==> src/guest_irq_pkg.sv <==
// Purpose: constants for the guest interrupt virtualization block
// Assumes: six shared external lines, 32-bit APB register access
// Notes:   offsets are byte addresses of aligned words
package guest_irq_pkg;
  localparam int unsigned LINES = 6;
  localparam int unsigned PEND_W = 8;
  localparam int unsigned LINE_LSB = 2;
  localparam logic [7:0] OFF_PASSTHRU = 8'h00;
  localparam logic [7:0] OFF_VPEND = 8'h04;
  localparam logic [7:0] OFF_HWCLR = 8'h08;
  localparam logic [7:0] OFF_GCTRL = 8'h0C;
  localparam logic [7:0] OFF_GPEND = 8'h10;
  localparam logic [7:0] OFF_RPEND = 8'h14;
  localparam logic [7:0] OFF_IRQ_STAT = 8'h18;
  localparam logic [7:0] OFF_IRQ_CLR = 8'h1C;
  localparam logic [7:0] OFF_IRQ_EN = 8'h20;
  localparam logic [7:0] OFF_PRIO = 8'h24;
  localparam logic [5:0] LINE_RST = 6'h00;
  localparam logic [7:0] PEND_RST = 8'h00;
  localparam logic [2:0] SEL_RST = 3'h7;
  localparam logic [5:0] PRIO_RST = 6'h00;
  localparam int unsigned SEL_TIMER_LSB = 0;
  localparam int unsigned SEL_SOFT_LSB = 3;
  localparam int unsigned GC_BEV = 6;
  localparam int unsigned GC_IV = 7;
  localparam int unsigned GC_VS_LSB = 8;
  localparam int unsigned GC_EXTMODE = 13;
  localparam int unsigned EV_FIELD = 0;
  localparam int unsigned EV_HANDOFF = 1;
  localparam int unsigned EV_W = 2;
endpackage

==> src/guest_irq_virt.sv <==
// Purpose: root/guest cause pending generation for shared irq lines
// Assumes: software reaches all registers over APB, zero wait states; guest config and mode arrive on ports
// Notes:   external lines are synchronized before use
//
// Chosen here: the placing of the registers and the APB slave port.
`timescale 1ns/1ps
`default_nettype none
// Overview of operation
// - root detection stays active in guest mode
// - root pending outranks guest pending
// - guest pending ORs passthrough, internal, injected
// - guest timer drives selected pending bit
// - guest software irq drives selected bit
// - passthrough routes line n to bit n+2
// - virtual pending set/clear, set wins
// - without hardware clear, bit holds
// - guest bit = line&passthru | virtual
// - root bit masks passthru and cleared injection
// - virtual and hardware clear present, writable
// - shadow copy kept only without virtual field
// - shadow omitted since virtual pending exists
// - guest vector field change raises exception
// - six lines shared by both contexts
// - non-external mode injects via virtual pending
// - handed-over level fires on guest entry
module guest_irq_virt
  import guest_irq_pkg::*;
(
  input  wire logic                pclk,
  input  wire logic                presetn,
  input  wire logic                psel,
  input  wire logic                penable,
  input  wire logic                pwrite,
  input  wire logic [7:0]          paddr,
  input  wire logic [31:0]         pwdata,
  output logic      [31:0]         prdata,
  output logic                     pready,
  output logic                     pslverr,
  input  wire logic [LINES-1:0]    external_irq_lines,
  input  wire logic                guest_timer_irq,
  input  wire logic [1:0]          guest_soft_irq,
  input  wire logic                guest_mode,
  input  wire logic                guest_config_write,
  input  wire logic [31:0]         guest_config_wdata,
  output logic      [PEND_W-1:0]   root_pending,
  output logic      [PEND_W-1:0]   guest_pending,
  output logic                     root_take,
  output logic                     guest_take,
  output logic                     field_change_exc,
  output logic                     guest_prio_irq,
  output logic                     irq
);
  logic [LINES-1:0]  sync1_q, sync2_q, line_prev_q;
  logic [LINES-1:0]  pending_passthrough_mask_q;
  logic [LINES-1:0]  virtual_pending_q;
  logic [LINES-1:0]  hardware_clear_enable_q;
  logic [5:0]        sel_q;
  logic [13:0]       interrupt_config_q;
  logic [5:0]        captured_guest_priority_level_q;
  logic [EV_W-1:0]   stat_q, en_q, stat_d, en_d;
  logic              guest_mode_prev_q;
  logic [LINES-1:0]  deassert;
  logic [PEND_W-1:0] root_d, guest_d, internal_d;
  logic              wr, rd, field_chg, handoff;
  logic [31:0]       rdata_d;
  logic [EV_W-1:0]   ev;

  assign wr = psel && penable && pwrite;
  assign rd = psel && penable && !pwrite;

  always_ff @(posedge pclk or negedge presetn) begin
    if (!presetn) begin
      sync1_q <= LINE_RST;
      sync2_q <= LINE_RST;
      line_prev_q <= LINE_RST;
    end else begin
      sync1_q <= external_irq_lines;
      sync2_q <= sync1_q;
      line_prev_q <= sync2_q;
    end
  end

  assign deassert = line_prev_q & ~sync2_q;

  always_ff @(posedge pclk or negedge presetn) begin
    if (!presetn) begin
      pending_passthrough_mask_q <= LINE_RST;
      hardware_clear_enable_q <= LINE_RST;
      sel_q <= {SEL_RST, SEL_RST};
      captured_guest_priority_level_q <= PRIO_RST;
    end else if (wr) begin
      if (paddr == OFF_PASSTHRU) begin
        pending_passthrough_mask_q <= pwdata[LINES-1:0];
      end else if (paddr == OFF_HWCLR) begin
        // hardware clear field writable per bit
        hardware_clear_enable_q <= pwdata[LINES-1:0];
      end else if (paddr == OFF_GCTRL) begin
        sel_q <= pwdata[5:0];
      end else if (paddr == OFF_PRIO) begin
        captured_guest_priority_level_q <= pwdata[5:0];
      end
    end
  end

  // virtual pending per line, set write wins
  // no hardware clear leaves bit set
  // virtual field present so it is the pending copy
  genvar g;
  generate
    for (g = 0; g < LINES; g++) begin : g_vp
      always_ff @(posedge pclk or negedge presetn) begin
        if (!presetn) begin
          virtual_pending_q[g] <= 1'b0;
        end else if (wr && paddr == OFF_VPEND && pwdata[g]) begin
          virtual_pending_q[g] <= 1'b1;
        end else if (wr && paddr == OFF_VPEND) begin
          virtual_pending_q[g] <= 1'b0;
        end else if (deassert[g] && hardware_clear_enable_q[g]) begin
          virtual_pending_q[g] <= 1'b0;
        end
      end
    end
  endgenerate

  always_comb begin
    internal_d = PEND_RST;
    internal_d[sel_q[SEL_TIMER_LSB +: 3]] = guest_timer_irq;
    internal_d[sel_q[SEL_SOFT_LSB +: 3]] =
      internal_d[sel_q[SEL_SOFT_LSB +: 3]] | (|guest_soft_irq);
    internal_d[1:0] = internal_d[1:0] | guest_soft_irq;
  end

  always_comb begin
    root_d = PEND_RST;
    guest_d = internal_d;
    // line n to bit n+2 by passthrough
    // guest bit from line and virtual
    // root bit hides passthrough and cleared injection
    root_d[LINE_LSB +: LINES] = sync2_q & ~(pending_passthrough_mask_q
      | (virtual_pending_q & hardware_clear_enable_q));
    guest_d[LINE_LSB +: LINES] = internal_d[LINE_LSB +: LINES]
      | (sync2_q & pending_passthrough_mask_q) | virtual_pending_q;
  end

  // root side never gated by guest state
  always_ff @(posedge pclk or negedge presetn) begin
    if (!presetn) begin
      root_pending <= PEND_RST;
      guest_pending <= PEND_RST;
      root_take <= 1'b0;
      guest_take <= 1'b0;
    end else begin
      root_pending <= root_d;
      guest_pending <= guest_d;
      root_take <= |root_d;
      guest_take <= (|guest_d) && !(|root_d);
    end
  end

  assign field_chg = guest_config_write &&
    ((guest_config_wdata[GC_BEV] != interrupt_config_q[GC_BEV]) ||
     (guest_config_wdata[GC_IV] != interrupt_config_q[GC_IV]) ||
     (guest_config_wdata[GC_VS_LSB +: 5] !=
      interrupt_config_q[GC_VS_LSB +: 5]));

  assign handoff = guest_mode && !guest_mode_prev_q &&
    (captured_guest_priority_level_q != PRIO_RST);

  always_ff @(posedge pclk or negedge presetn) begin
    if (!presetn) begin
      interrupt_config_q <= 14'h0000;
      field_change_exc <= 1'b0;
      guest_prio_irq <= 1'b0;
      guest_mode_prev_q <= 1'b0;
    end else begin
      if (guest_config_write) begin
        interrupt_config_q <= guest_config_wdata[13:0];
      end
      field_change_exc <= field_chg;
      guest_prio_irq <= handoff;
      guest_mode_prev_q <= guest_mode;
    end
  end

  assign ev = {handoff, field_chg};

  // sticky status, set beats clear
  always_comb begin
    stat_d = stat_q | ev;
    en_d = en_q;
    if (wr && paddr == OFF_IRQ_CLR) begin
      stat_d = (stat_q & ~pwdata[EV_W-1:0]) | ev;
    end
    if (wr && paddr == OFF_IRQ_EN) begin
      en_d = pwdata[EV_W-1:0];
    end
  end

  // irq built from next status, no stale cycle
  always_ff @(posedge pclk or negedge presetn) begin
    if (!presetn) begin
      stat_q <= 2'h0;
      en_q <= 2'h0;
      irq <= 1'b0;
    end else begin
      stat_q <= stat_d;
      en_q <= en_d;
      irq <= |(stat_d & en_d);
    end
  end

  always_comb begin
    rdata_d = 32'h0000_0000;
    if (paddr == OFF_PASSTHRU) begin
      rdata_d[LINES-1:0] = pending_passthrough_mask_q;
    end else if (paddr == OFF_VPEND) begin
      rdata_d[LINES-1:0] = virtual_pending_q;
    end else if (paddr == OFF_HWCLR) begin
      rdata_d[LINES-1:0] = hardware_clear_enable_q;
    end else if (paddr == OFF_GCTRL) begin
      rdata_d[5:0] = sel_q;
    end else if (paddr == OFF_GPEND) begin
      rdata_d[PEND_W-1:0] = guest_d;
    end else if (paddr == OFF_RPEND) begin
      rdata_d[PEND_W-1:0] = root_d;
    end else if (paddr == OFF_IRQ_STAT) begin
      rdata_d[EV_W-1:0] = stat_q;
    end else if (paddr == OFF_IRQ_EN) begin
      rdata_d[EV_W-1:0] = en_q;
    end else if (paddr == OFF_PRIO) begin
      rdata_d[5:0] = captured_guest_priority_level_q;
    end
  end

  // zero-wait apb answer, registered
  always_ff @(posedge pclk or negedge presetn) begin
    if (!presetn) begin
      prdata <= 32'h0000_0000;
      pready <= 1'b0;
      pslverr <= 1'b0;
    end else begin
      pready <= psel && !penable;
      pslverr <= 1'b0;
      if (psel && !penable && !pwrite) begin
        prdata <= rdata_d;
      end
    end
  end

  // guest bit follows line and virtual
  guest_bit_a: assert property (@(posedge pclk) disable iff (!presetn)
    1'b1 |=> guest_pending[LINE_LSB +: LINES] ==
      ($past(internal_d[LINE_LSB +: LINES]) | ($past(sync2_q)
      & $past(pending_passthrough_mask_q)) | $past(virtual_pending_q)))
    else $error("guest pending mismatch");
  root_bit_a: assert property (@(posedge pclk) disable iff (!presetn)
    1'b1 |=> root_pending[LINE_LSB +: LINES] == ($past(sync2_q)
      & ~($past(pending_passthrough_mask_q) | ($past(virtual_pending_q)
      & $past(hardware_clear_enable_q)))))
    else $error("root pending mismatch");
  vpend_set_a: assert property (@(posedge pclk) disable iff (!presetn)
    (wr && paddr == OFF_VPEND && pwdata[0]) |=> virtual_pending_q[0])
    else $error("virtual set lost");
  vpend_hold_a: assert property (@(posedge pclk) disable iff (!presetn)
    (virtual_pending_q[0] && !hardware_clear_enable_q[0] && !wr)
      |=> virtual_pending_q[0])
    else $error("virtual bit dropped");
  root_prio_a: assert property (@(posedge pclk) disable iff (!presetn)
    root_take |-> !guest_take)
    else $error("guest taken over root");
  field_chg_a: assert property (@(posedge pclk) disable iff (!presetn)
    field_chg |=> field_change_exc)
    else $error("field change missed");
  handoff_a: assert property (@(posedge pclk) disable iff (!presetn)
    ($rose(guest_mode) && captured_guest_priority_level_q != 6'h00)
      |=> guest_prio_irq)
    else $error("handoff missed");
  timer_sel_a: assert property (@(posedge pclk) disable iff (!presetn)
    guest_timer_irq |=> guest_pending[$past(sel_q[2:0])])
    else $error("timer not pending");
  soft_sel_a: assert property (@(posedge pclk) disable iff (!presetn)
    (|guest_soft_irq) |=> guest_pending[$past(sel_q[5:3])])
    else $error("software irq not pending");
  // software bit also on low bits
  soft_low_a: assert property (@(posedge pclk) disable iff (!presetn)
    guest_soft_irq[1] |=> guest_pending[1])
    else $error("software low bit missing");
  vpend_clr_a: assert property (@(posedge pclk) disable iff (!presetn)
    (wr && paddr == OFF_VPEND && !pwdata[0]) |=> !virtual_pending_q[0])
    else $error("virtual clear lost");
  hw_clear_a: assert property (@(posedge pclk) disable iff (!presetn)
    (deassert[0] && hardware_clear_enable_q[0]
      && !(wr && paddr == OFF_VPEND && pwdata[0]))
      |=> !virtual_pending_q[0])
    else $error("hardware clear missed");
  hc_write_a: assert property (@(posedge pclk) disable iff (!presetn)
    (wr && paddr == OFF_HWCLR)
      |=> hardware_clear_enable_q == $past(pwdata[LINES-1:0]))
    else $error("hardware clear write lost");
  // root line seen in guest mode
  root_live_a: assert property (@(posedge pclk) disable iff (!presetn)
    (guest_mode && |(sync2_q & ~pending_passthrough_mask_q
      & ~hardware_clear_enable_q)) |=> root_take)
    else $error("root irq lost in guest mode");
  pass_line_a: assert property (@(posedge pclk) disable iff (!presetn)
    (sync2_q[0] && pending_passthrough_mask_q[0])
      |=> (guest_pending[LINE_LSB] && !root_pending[LINE_LSB]))
    else $error("passthrough routing wrong");
  route_root_a: assert property (@(posedge pclk) disable iff (!presetn)
    (sync2_q[0] && !pending_passthrough_mask_q[0]
      && !hardware_clear_enable_q[0]) |=> root_pending[LINE_LSB])
    else $error("root routing wrong");
  root_take_a: assert property (@(posedge pclk) disable iff (!presetn)
    root_take == (|root_pending))
    else $error("root take mismatch");
  guest_take_a: assert property (@(posedge pclk) disable iff (!presetn)
    guest_take == ((|guest_pending) && !(|root_pending)))
    else $error("guest take mismatch");
  // internal sources never reach root
  root_low_a: assert property (@(posedge pclk) disable iff (!presetn)
    root_pending[LINE_LSB-1:0] == 2'b00)
    else $error("root low bits set");
  field_vs_a: assert property (@(posedge pclk) disable iff (!presetn)
    (guest_config_write && (guest_config_wdata[GC_VS_LSB +: 5]
      != interrupt_config_q[GC_VS_LSB +: 5])) |=> field_change_exc)
    else $error("spacing change missed");
  stat_hold_a: assert property (@(posedge pclk) disable iff (!presetn)
    (stat_q[EV_FIELD] && !(wr && paddr == OFF_IRQ_CLR && pwdata[EV_FIELD]))
      |=> stat_q[EV_FIELD])
    else $error("status bit dropped");
  prio_zero_a: assert property (@(posedge pclk) disable iff (!presetn)
    (captured_guest_priority_level_q == PRIO_RST) |=> !guest_prio_irq)
    else $error("handoff with zero level");
  // irq level follows enabled status
  irq_level_a: assert property (@(posedge pclk) disable iff (!presetn)
    irq == (|(stat_q & en_q)))
    else $error("irq level mismatch");
  // apb answer one cycle after setup
  ready_setup_a: assert property (@(posedge pclk) disable iff (!presetn)
    (psel && !penable) |=> pready)
    else $error("ready missing");
  // ready is a single-cycle pulse
  ready_pulse_a: assert property (@(posedge pclk) disable iff (!presetn)
    pready |=> !pready)
    else $error("ready held too long");
  // read data captured at setup stands in access
  rdata_hold_a: assert property (@(posedge pclk) disable iff (!presetn)
    rd |-> (prdata == $past(rdata_d)))
    else $error("read data not stable");
endmodule
`default_nettype wire

==> config.mk <==
export PLATFORM = sky130hd
export DESIGN_NAME = guest_irq_virt
export DESIGN_NICKNAME = d
export VERILOG_FILES = /design/src/guest_irq_pkg.sv /design/src/guest_irq_virt.sv
export SDC_FILE = /design/constraint.sdc
export NUM_CORES = 1
export LEC_CHECK = 0
export BUFFER_PORTS_ARGS = -buffer_cell sky130_fd_sc_hd__buf_4
export CAP_MARGIN = 10
export CELL_PAD_IN_SITES_DETAIL_PLACEMENT = 0
export CELL_PAD_IN_SITES_GLOBAL_PLACEMENT = 1
export CORE_ASPECT_RATIO = 0.7
export CORE_MARGIN = 5
export CORE_UTILIZATION = 43
export CTS_BUF_LIST = sky130_fd_sc_hd__clkbuf_4
export CTS_CLUSTER_DIAMETER = 150
export DETAILED_ROUTE_END_ITERATION = 16
export GPL_TIMING_DRIVEN = 0
export PLACE_DENSITY_LB_ADDON = 0.1
export SYNTH_ARGS = -nofsm -noshare
export SYNTH_HDL_FRONTEND = slang
export SYNTH_SLANG_ARGS = --single-unit
==> constraint.sdc <==
create_clock -name pclk -period 3.8 [get_ports pclk]
set_input_delay 0.95 -clock pclk [delete_from_list [all_inputs] [get_ports pclk]]
set_output_delay 0.95 -clock pclk [all_outputs]
set_load 0.05 [all_outputs]
==> results of run 1 <==
[stage by stage]
step / hold WS [ns] / cell area (um^2) / utilization [%]
floorplan: 0.331 / 4420 / -
finish: 0.361 / 5170 / 53.0
global placement: 0.332 / 5040 / 51.7
CTS: 0.364 / 5140 / 52.7
detailed placement: 0.335 / 5040 / 51.7
global route: 0.361 / 5170 / 53.0
[area by class of cell]
type | count | area [um^2]
fill | 907 | 4590
sequential | 88 | 2210
multi-input combinational | 282 | 1890
timing repair buffer | 63 | 493
buffer | 42 | 279
tap | 128 | 160
clock buffer | 10 | 75.1
inverter | 11 | 41.3
clock inverter | 5 | 25.0
[worst max path at each step]
stage,from,to,cells after the start
floorplan,paddr[4],captured_guest_priority_level_q[0],5
finish,paddr[5],hardware_clear_enable_q[2],6
CTS,paddr[5],hardware_clear_enable_q[2],6
global route,paddr[5],prdata[4],7
detailed placement,paddr[5],hardware_clear_enable_q[2],6
global placement,paddr[5],hardware_clear_enable_q[0],6
[kinds of logic after synthesis]
group / after synthesis / share of synthesized area [%]
and+or+nand+nor: 119 / 16.5
buffers and inverters: 53 / 7.42
other: 1 / 0.0868
AOI/OAI and AO/OA: 89 / 13.3
xor gates and xnor gates: 9 / 1.83
DFF: 88 / 51.2
muxes: 38 / 9.74
[layer usage]
| layer | vias up | GRT usage, % | wire length [um] |
|---|---|---|---|
| li1 | 1584 | - | - |
| met1 | 1622 | 29.7 | 5510 |
| met2 | 142 | 27.0 | 4820 |
| met3 | 18 | 5.40 | 970 |
| met4 | 0 | 5.19 | 212 |
| met5 | - | 0 | 0 |
[layout by cell type, fill, tap and decap left out, drive strengths merged, types with 3 or more instances in the layout]
cell type	synthesis	final
or3	4	4
o21ai	28	28
clkinv	0	4
mux2	32	32
and2	3	3
a22oi	8	8
inv	11	11
a21oi	17	17
nor2b	3	3
nand4	4	4
nand3	13	13
buf	37	100
xor2	4	4
mux2i	6	6
nand2b	4	4
dfrtp	82	82
dfstp	6	6
nand2	43	43
nor3	15	15
a21o	3	3
clkbuf	5	15
nand4bb	4	4
o22ai	3	3
nor2	13	13
nor4	4	4
nor3b	4	4
conb	1	27
xnor2	5	5
a31oi	6	6
a211oi	7	7
[power groups by stage]
stage,logic [mW],clock network [mW],registers [mW]
after floorplan,0.168,0,1.07
after global placement,0.335,0,1.02
after detailed placement,0.335,0,1.02
after CTS,0.337,0.445,1.01
after global routing,0.366,0.485,1.01
final,0.340,0.426,1.01
==> run_summary.xml, run 1 <==
<?xml version="1.0" encoding="UTF-8"?>
<metrics>
  <group name="detailed_routing">
    <metric name="dr.first_iter.drc_count" unit="">305</metric>
    <metric name="average_via_count_per_standard_cell" unit="">5.35</metric>
    <metric name="antenna_left" unit="">0</metric>
    <metric name="drtPass1Iterations" unit="">5</metric>
    <metric name="detailroute.via_count" unit="">3366</metric>
    <metric name="detail_route.drc_violations" unit="">0</metric>
    <metric name="wl_per_cell" unit="um">18.3</metric>
    <metric name="totalWireLength" unit="um">11500</metric>
  </group>
  <group name="critical_path">
    <metric name="worst_r2r_path_depth" unit="">8</metric>
    <metric name="worst_setup_path_end_kind" unit="">flip-flop</metric>
    <metric name="worst_r2r_startpoint" unit="">sel_q[5]</metric>
    <metric name="max_stage_delay" unit="ns">0.47</metric>
    <metric name="startpoint_type" unit="">input port</metric>
    <metric name="r2r_slack" unit="ns">1.48</metric>
    <metric name="crit_arrival" unit="ns">2.70</metric>
    <metric name="critPathSlowestCell" unit="">sky130_fd_sc_hd__nor4_4</metric>
    <metric name="worstReg2RegEnd" unit="">guest_take</metric>
    <metric name="timing.critical_path.cells" unit="">buf_4 &gt; or3_4 &gt; nor2_8 &gt; nand2_4 &gt; nor4_4 &gt; mux2_2</metric>
    <metric name="cp_max_fo" unit="">9</metric>
    <metric name="worst-setup-path-type" unit="">input port to flip-flop</metric>
    <metric name="cpLargestDelayFamily" unit="">simple AND/OR/NAND/NOR gates</metric>
    <metric name="required" unit="ns">4.12</metric>
    <metric name="buffers_and_inverters_on_the_worst_path" unit="">1</metric>
  </group>
  <group name="cts">
    <metric name="post-cts-setup-buffers" unit="">0</metric>
    <metric name="ctsResizeCount" unit="">0</metric>
    <metric name="cts_buffer_depth" unit="">2</metric>
    <metric name="clkLatencyLatePin" unit="ns">0.43</metric>
    <metric name="numCtsBuffers" unit="">9</metric>
    <metric name="clock_tree.htree_level_count" unit="">3</metric>
    <metric name="path_clk_slew" unit="ns">0.12</metric>
    <metric name="clock-sinks" unit="">88</metric>
    <metric name="ctsHoldBuffers" unit="">0</metric>
    <metric name="cts_root_buf" unit="">sky130_fd_sc_hd__clkbuf_4</metric>
    <metric name="cts_tree" unit="">built</metric>
  </group>
  <group name="yosys">
    <metric name="synth_area_leader_cell" unit="">sky130_fd_sc_hd__dfrtp_1</metric>
    <metric name="synthMostInstantiatedCell" unit="">sky130_fd_sc_hd__dfrtp_1</metric>
    <metric name="ys.warnings.count" unit="">0</metric>
    <metric name="ys_dominant_reg_cell" unit="">sky130_fd_sc_hd__dfrtp_1</metric>
    <metric name="synth-edff-count" unit="">0</metric>
    <metric name="area_share_of_the_largest_cell_type_after_synthesis" unit="%">47.5</metric>
    <metric name="sequential_to_total_area_share_from_yosys_stat" unit="%">51.2</metric>
    <metric name="ys_seq_elements" unit="">88</metric>
    <metric name="mappedNetlistArea" unit="um^2">4320</metric>
    <metric name="post_synth_main_area_contributors" unit="">sky130_fd_sc_hd__dfrtp_1 (48%), sky130_fd_sc_hd__mux2_2 (8.3%), sky130_fd_sc_hd__buf_4 (5.2%)</metric>
    <metric name="synth.top_cells.by_count" unit="">sky130_fd_sc_hd__dfrtp_1 (82), sky130_fd_sc_hd__nand2_1 (41), sky130_fd_sc_hd__mux2_2 (32)</metric>
    <metric name="postSynthCellCount" unit="">397</metric>
    <metric name="asyncSetResetFlopFracSynth" unit="%">100</metric>
    <metric name="number_of_distinct_library_cell_variants_in_the_gate_level_netlist_after_synthesis" unit="">58</metric>
    <metric name="postSynthAreaPerCell" unit="um^2">10.9</metric>
  </group>
  <group name="timing">
    <metric name="final-max-slew-violation-count" unit="">0</metric>
    <metric name="slew_headroom" unit="%">53.2</metric>
    <metric name="post-route-min-period" unit="ns">2.38</metric>
    <metric name="rsz0062_at_grt" unit="">no</metric>
    <metric name="setup_viol" unit="">0</metric>
    <metric name="max_freq" unit="GHz">0.421</metric>
    <metric name="setup_ws" unit="ns">1.42</metric>
    <metric name="finalHoldViolCount" unit="">0</metric>
    <metric name="share_of_the_clock_period_used_by_the_worst_path" unit="%">62.6</metric>
    <metric name="worst_clock_skew" unit="ns">0.0176</metric>
    <metric name="tightestPinTransition" unit="ns">0.703</metric>
    <metric name="totalNegativeSetupSlack" unit="ns">0</metric>
  </group>
  <group name="pwr">
    <metric name="ir_drop" unit="uV">212</metric>
    <metric name="power.net_switching" unit="uW">551</metric>
    <metric name="power.static_leakage" unit="nW">2.36</metric>
    <metric name="p_total" unit="mW">1.77</metric>
    <metric name="cell_internal_pwr" unit="mW">1.22</metric>
    <metric name="power_frac_clock" unit="%">24.0</metric>
    <metric name="power.share.sequential" unit="%">56.8</metric>
    <metric name="power_density" unit="nW/um^2">343</metric>
    <metric name="power.share.combinational" unit="%">19.2</metric>
    <metric name="sw_frac_of_total" unit="%">31.1</metric>
  </group>
  <group name="final_layout">
    <metric name="antenna_cells_inserted" unit="">0</metric>
    <metric name="drive_gt1_share" unit="%">32.9</metric>
    <metric name="reg_top3" unit="">guest_pending: 8 flops, prdata: 8 flops, interrupt_config_q: 7 flops</metric>
    <metric name="fin_nets" unit="">585</metric>
    <metric name="final-instance-count-excl-fill" unit="">629</metric>
    <metric name="areaGrowthSynthToFinish" unit="%">19.7</metric>
  </group>
  <group name="global_route">
    <metric name="grt_start_max_net_pins" unit="">89</metric>
    <metric name="globalRoute.totalOverflow" unit="">0</metric>
    <metric name="initial_antenna_violation_count" unit="">0</metric>
    <metric name="first_pass_grt_wire_length" unit="um">18100</metric>
    <metric name="global_route.usage.total" unit="%">19.5</metric>
    <metric name="via_count_of_the_first_global_routing_pass" unit="">3268</metric>
  </group>
  <group name="place">
    <metric name="place.port_buffers" unit="">62</metric>
    <metric name="place_congestion" unit="">0.892</metric>
    <metric name="place_hpwl" unit="um">8630</metric>
    <metric name="number_of_placed_instances_with_taps_included" unit="">613</metric>
    <metric name="detailedPlace.worstSlack" unit="ns">0.978</metric>
  </group>
  <group name="hold_path">
    <metric name="min_delay_worst_endpoint" unit="">sync2_q[0]</metric>
    <metric name="hold_path_class" unit="">flip-flop to flip-flop</metric>
    <metric name="holdCritStartpoint" unit="">sync1_q[0]</metric>
    <metric name="hold_path_depth" unit="">0</metric>
  </group>
  <group name="floorplanning">
    <metric name="dieHeight" unit="um">93.8</metric>
    <metric name="die_x" unit="um">130</metric>
    <metric name="placement_rows" unit="">30</metric>
    <metric name="initial_utilization" unit="%">44.2</metric>
    <metric name="fp.dieArea" unit="um^2">12200</metric>
    <metric name="io_pins" unit="">143</metric>
    <metric name="core_region_area" unit="um^2">9760</metric>
  </group>
  <group name="status">
    <metric name="status" unit="">complete, no violations</metric>
  </group>
  <group name="run">
    <metric name="cap_violations" unit="">0</metric>
  </group>
</metrics>
Power figures use the tool's default switching activity.
==> run 2: changes to the inputs <==
CORE_UTILIZATION = 40   (was 43)
clock period = 2.3 ns   (was 3.8 ns; I/O delays follow)
==> run 2 against run 1 <==
Combinational power up 68%. Non-clock buffer count rose by 2. Clock power is 110% higher. Clock skew shrank 0.0066 ns. Sequential power is 64% higher. Setup slack lost 1.3 ns. Power increased by 76%. Flip-flop and latch count unchanged. Largest power group unchanged. Final cell count increased by 1.1%. Register-to-register slack worse by 1.4 ns. Critical path depth grew 3. First-iteration DRC count rose by 6.9%.
==> run_summary.xml, run 2 (same netlist as run 1, synthesis figures left out) <==
<?xml version="1.0" encoding="UTF-8"?>
<metrics>
  <group name="cts">
    <metric name="numCtsBuffers" unit="">9</metric>
    <metric name="path_clk_slew" unit="ns">0.15</metric>
    <metric name="clock_tree.htree_level_count" unit="">3</metric>
    <metric name="clkLatencyLatePin" unit="ns">0.45</metric>
    <metric name="cts_root_buf" unit="">sky130_fd_sc_hd__clkbuf_4</metric>
    <metric name="clock-sinks" unit="">88</metric>
    <metric name="cts_buffer_depth" unit="">2</metric>
    <metric name="cts_tree" unit="">built</metric>
    <metric name="ctsHoldBuffers" unit="">0</metric>
  </group>
  <group name="final_layout">
    <metric name="layout_commonest_cell" unit="">sky130_fd_sc_hd__buf_4</metric>
    <metric name="design_area" unit="um^2">5240</metric>
    <metric name="layout.cells.most_common_list" unit="">sky130_fd_sc_hd__buf_4 (94), sky130_fd_sc_hd__dfrtp_1 (82), sky130_fd_sc_hd__nand2_1 (41), sky130_fd_sc_hd__mux2_2 (32), sky130_fd_sc_hd__conb_1 (27)</metric>
    <metric name="register_area" unit="um^2">2210</metric>
    <metric name="reg_top3" unit="">guest_pending: 8 flops, prdata: 8 flops, interrupt_config_q: 7 flops</metric>
    <metric name="multiInputGateArea" unit="um^2">1900</metric>
    <metric name="areaGrowthSynthToFinish" unit="%">21.4</metric>
    <metric name="antenna_cells_inserted" unit="">0</metric>
    <metric name="filler_cell_count" unit="">976</metric>
    <metric name="drive_gt1_share" unit="%">33.9</metric>
    <metric name="fin_nets" unit="">587</metric>
    <metric name="layout.core_utilization" unit="%">50.3</metric>
  </group>
  <group name="timing">
    <metric name="worst_clock_skew" unit="ns">0.0110</metric>
    <metric name="max_freq" unit="GHz">0.454</metric>
    <metric name="final-max-slew-violation-count" unit="">0</metric>
    <metric name="setup_viol" unit="">0</metric>
    <metric name="tightestPinTransition" unit="ns">0.763</metric>
    <metric name="slew_headroom" unit="%">48.8</metric>
    <metric name="share_of_the_clock_period_used_by_the_worst_path" unit="%">95.9</metric>
    <metric name="hold_slack" unit="ns">0.0959</metric>
    <metric name="post-route-min-period" unit="ns">2.20</metric>
    <metric name="finalHoldViolCount" unit="">0</metric>
    <metric name="rsz0062_at_grt" unit="">yes</metric>
  </group>
  <group name="floorplanning">
    <metric name="die_x" unit="um">134</metric>
    <metric name="core_region_area" unit="um^2">10400</metric>
    <metric name="placement_rows" unit="">31</metric>
    <metric name="fp.dieArea" unit="um^2">13000</metric>
    <metric name="io_pins" unit="">143</metric>
    <metric name="dieHeight" unit="um">96.9</metric>
    <metric name="initial_utilization" unit="%">41.4</metric>
  </group>
  <group name="pwr">
    <metric name="power.static_leakage" unit="nW">2.38</metric>
    <metric name="power_density" unit="nW/um^2">595</metric>
    <metric name="ir_drop" unit="uV">300</metric>
  </group>
  <group name="critical_path">
    <metric name="cpLargestDelayFamily" unit="">flip-flops</metric>
    <metric name="required" unit="ns">2.70</metric>
    <metric name="crit_arrival" unit="ns">2.60</metric>
    <metric name="worst_setup_path_end_kind" unit="">flip-flop</metric>
    <metric name="critPathSlowestCell" unit="">sky130_fd_sc_hd__dfstp_2</metric>
    <metric name="cp_max_fo" unit="">10</metric>
    <metric name="worst-setup-path-type" unit="">flip-flop to flip-flop</metric>
    <metric name="worst_path_most_repeated_cell" unit="">sky130_fd_sc_hd__buf_4</metric>
    <metric name="timing.critical_path.cells" unit="">buf_4 &gt; buf_4 &gt; nor3b_2 &gt; mux2i_1 &gt; nor3_2 &gt; buf_4 &gt; a221oi_2 &gt; o221ai_1 &gt; nand2_1</metric>
    <metric name="buffers_and_inverters_on_the_worst_path" unit="">3</metric>
    <metric name="startpoint_type" unit="">flip-flop</metric>
    <metric name="max_stage_delay" unit="ns">0.54</metric>
  </group>
  <group name="place">
    <metric name="place_hpwl" unit="um">8990</metric>
    <metric name="place_congestion" unit="">0.935</metric>
    <metric name="place.port_buffers" unit="">62</metric>
    <metric name="placement_cell_area" unit="um^2">5050</metric>
  </group>
  <group name="detailed_routing">
    <metric name="drtPass1Iterations" unit="">7</metric>
    <metric name="totalWireLength" unit="um">11800</metric>
    <metric name="wl_per_cell" unit="um">18.6</metric>
    <metric name="detailroute.via_count" unit="">3370</metric>
    <metric name="detail_route.drc_violations" unit="">0</metric>
    <metric name="average_via_count_per_standard_cell" unit="">5.30</metric>
    <metric name="antenna_left" unit="">0</metric>
    <metric name="dr.first_iter.drc_count" unit="">326</metric>
  </group>
  <group name="global_route">
    <metric name="initial_antenna_violation_count" unit="">0</metric>
    <metric name="global_route.usage.total" unit="%">18.6</metric>
    <metric name="first_pass_grt_wire_length" unit="um">18900</metric>
    <metric name="globalRoute.totalOverflow" unit="">0</metric>
    <metric name="grt_start_max_net_pins" unit="">89</metric>
    <metric name="via_count_of_the_first_global_routing_pass" unit="">3285</metric>
  </group>
  <group name="run">
    <metric name="cap_violations" unit="">0</metric>
  </group>
  <group name="status">
    <metric name="status" unit="">complete, no violations</metric>
  </group>
  <group name="hold_path">
    <metric name="hold_path_class" unit="">input port to async pin</metric>
  </group>
</metrics>
run 2: final timing paths:
kind | from | end | slack, ns | cells past startpoint
min | presetn | virtual_pending_q[2] | 0.1 | 1
max reg2reg | sel_q[5] | prdata[4] | 0.1 | 9
min in group pclk | external_irq_lines[3] | sync1_q[3] | 0.22 | 1
max | sel_q[5] | prdata[4] | 0.1 | 9
max in group asynchronous | presetn | sel_q[3] | 1.54 | 2
min reg2reg | sync1_q[2] | sync2_q[2] | 0.36 | 0
run 2: through the flow:
stage / std cells / setup WS [ns] / TNS, ns / power, mW
after CTS: 633 / 0.0147 / 0 / 3.12
final: 636 / 0.0952 / 0 / 3.12
after global routing: 636 / -0.0540 / -0.0592 / 3.26
after detailed placement: 617 / -0.131 / -1.19 / 2.25
after floorplan: 423 / 0.252 / 0 / 2.04
after global placement: 617 / -0.169 / -1.29 / 2.24
run 2: worst reg2reg max path: stages, from the launching register on:
cell                       delay, ns
sky130_fd_sc_hd__dfstp_2        0.54
sky130_fd_sc_hd__buf_4          0.15
sky130_fd_sc_hd__buf_4          0.18
sky130_fd_sc_hd__nor3b_2        0.20
sky130_fd_sc_hd__mux2i_1        0.27
sky130_fd_sc_hd__nor3_2         0.09
sky130_fd_sc_hd__buf_4          0.16
sky130_fd_sc_hd__a221oi_2       0.29
sky130_fd_sc_hd__o221ai_1       0.17
sky130_fd_sc_hd__nand2_1        0.10
run 2: what timing repair did:
item                       4_1_cts  5_1_grt
buffers inserted                 0        2
pin swaps                        1        1
setup endpoints to repair        1        1
resized for setup                0        3
run 2: final cells by class:
cell class                 count  share of cell area [%]
clock inverter                 7                    1.34
buffer                        42                    5.32
timing repair buffer          65                    9.69
inverter                      11                   0.787
tap                          132                    3.15
sequential                    88                    42.1
clock buffer                   9                    1.29
multi-input combinational    282                    36.3
run 2: routing by layer:
metal | share of wire, % | wire length, um | track usage, %
met4 | 1.1 | 126 | 3.60
met1 | 50 | 5960 | 28.8
met3 | 5.7 | 671 | 4.56
met2 | 43 | 5080 | 26.3
met5 | 0 | 0 | 0
run 2: power by group:
| part | internal (mW) | switching, mW |
|---|---|---|
| sequential | 1.62 | 0.0430 |
| combinational | 0.185 | 0.387 |
| clock | 0.330 | 0.555 |
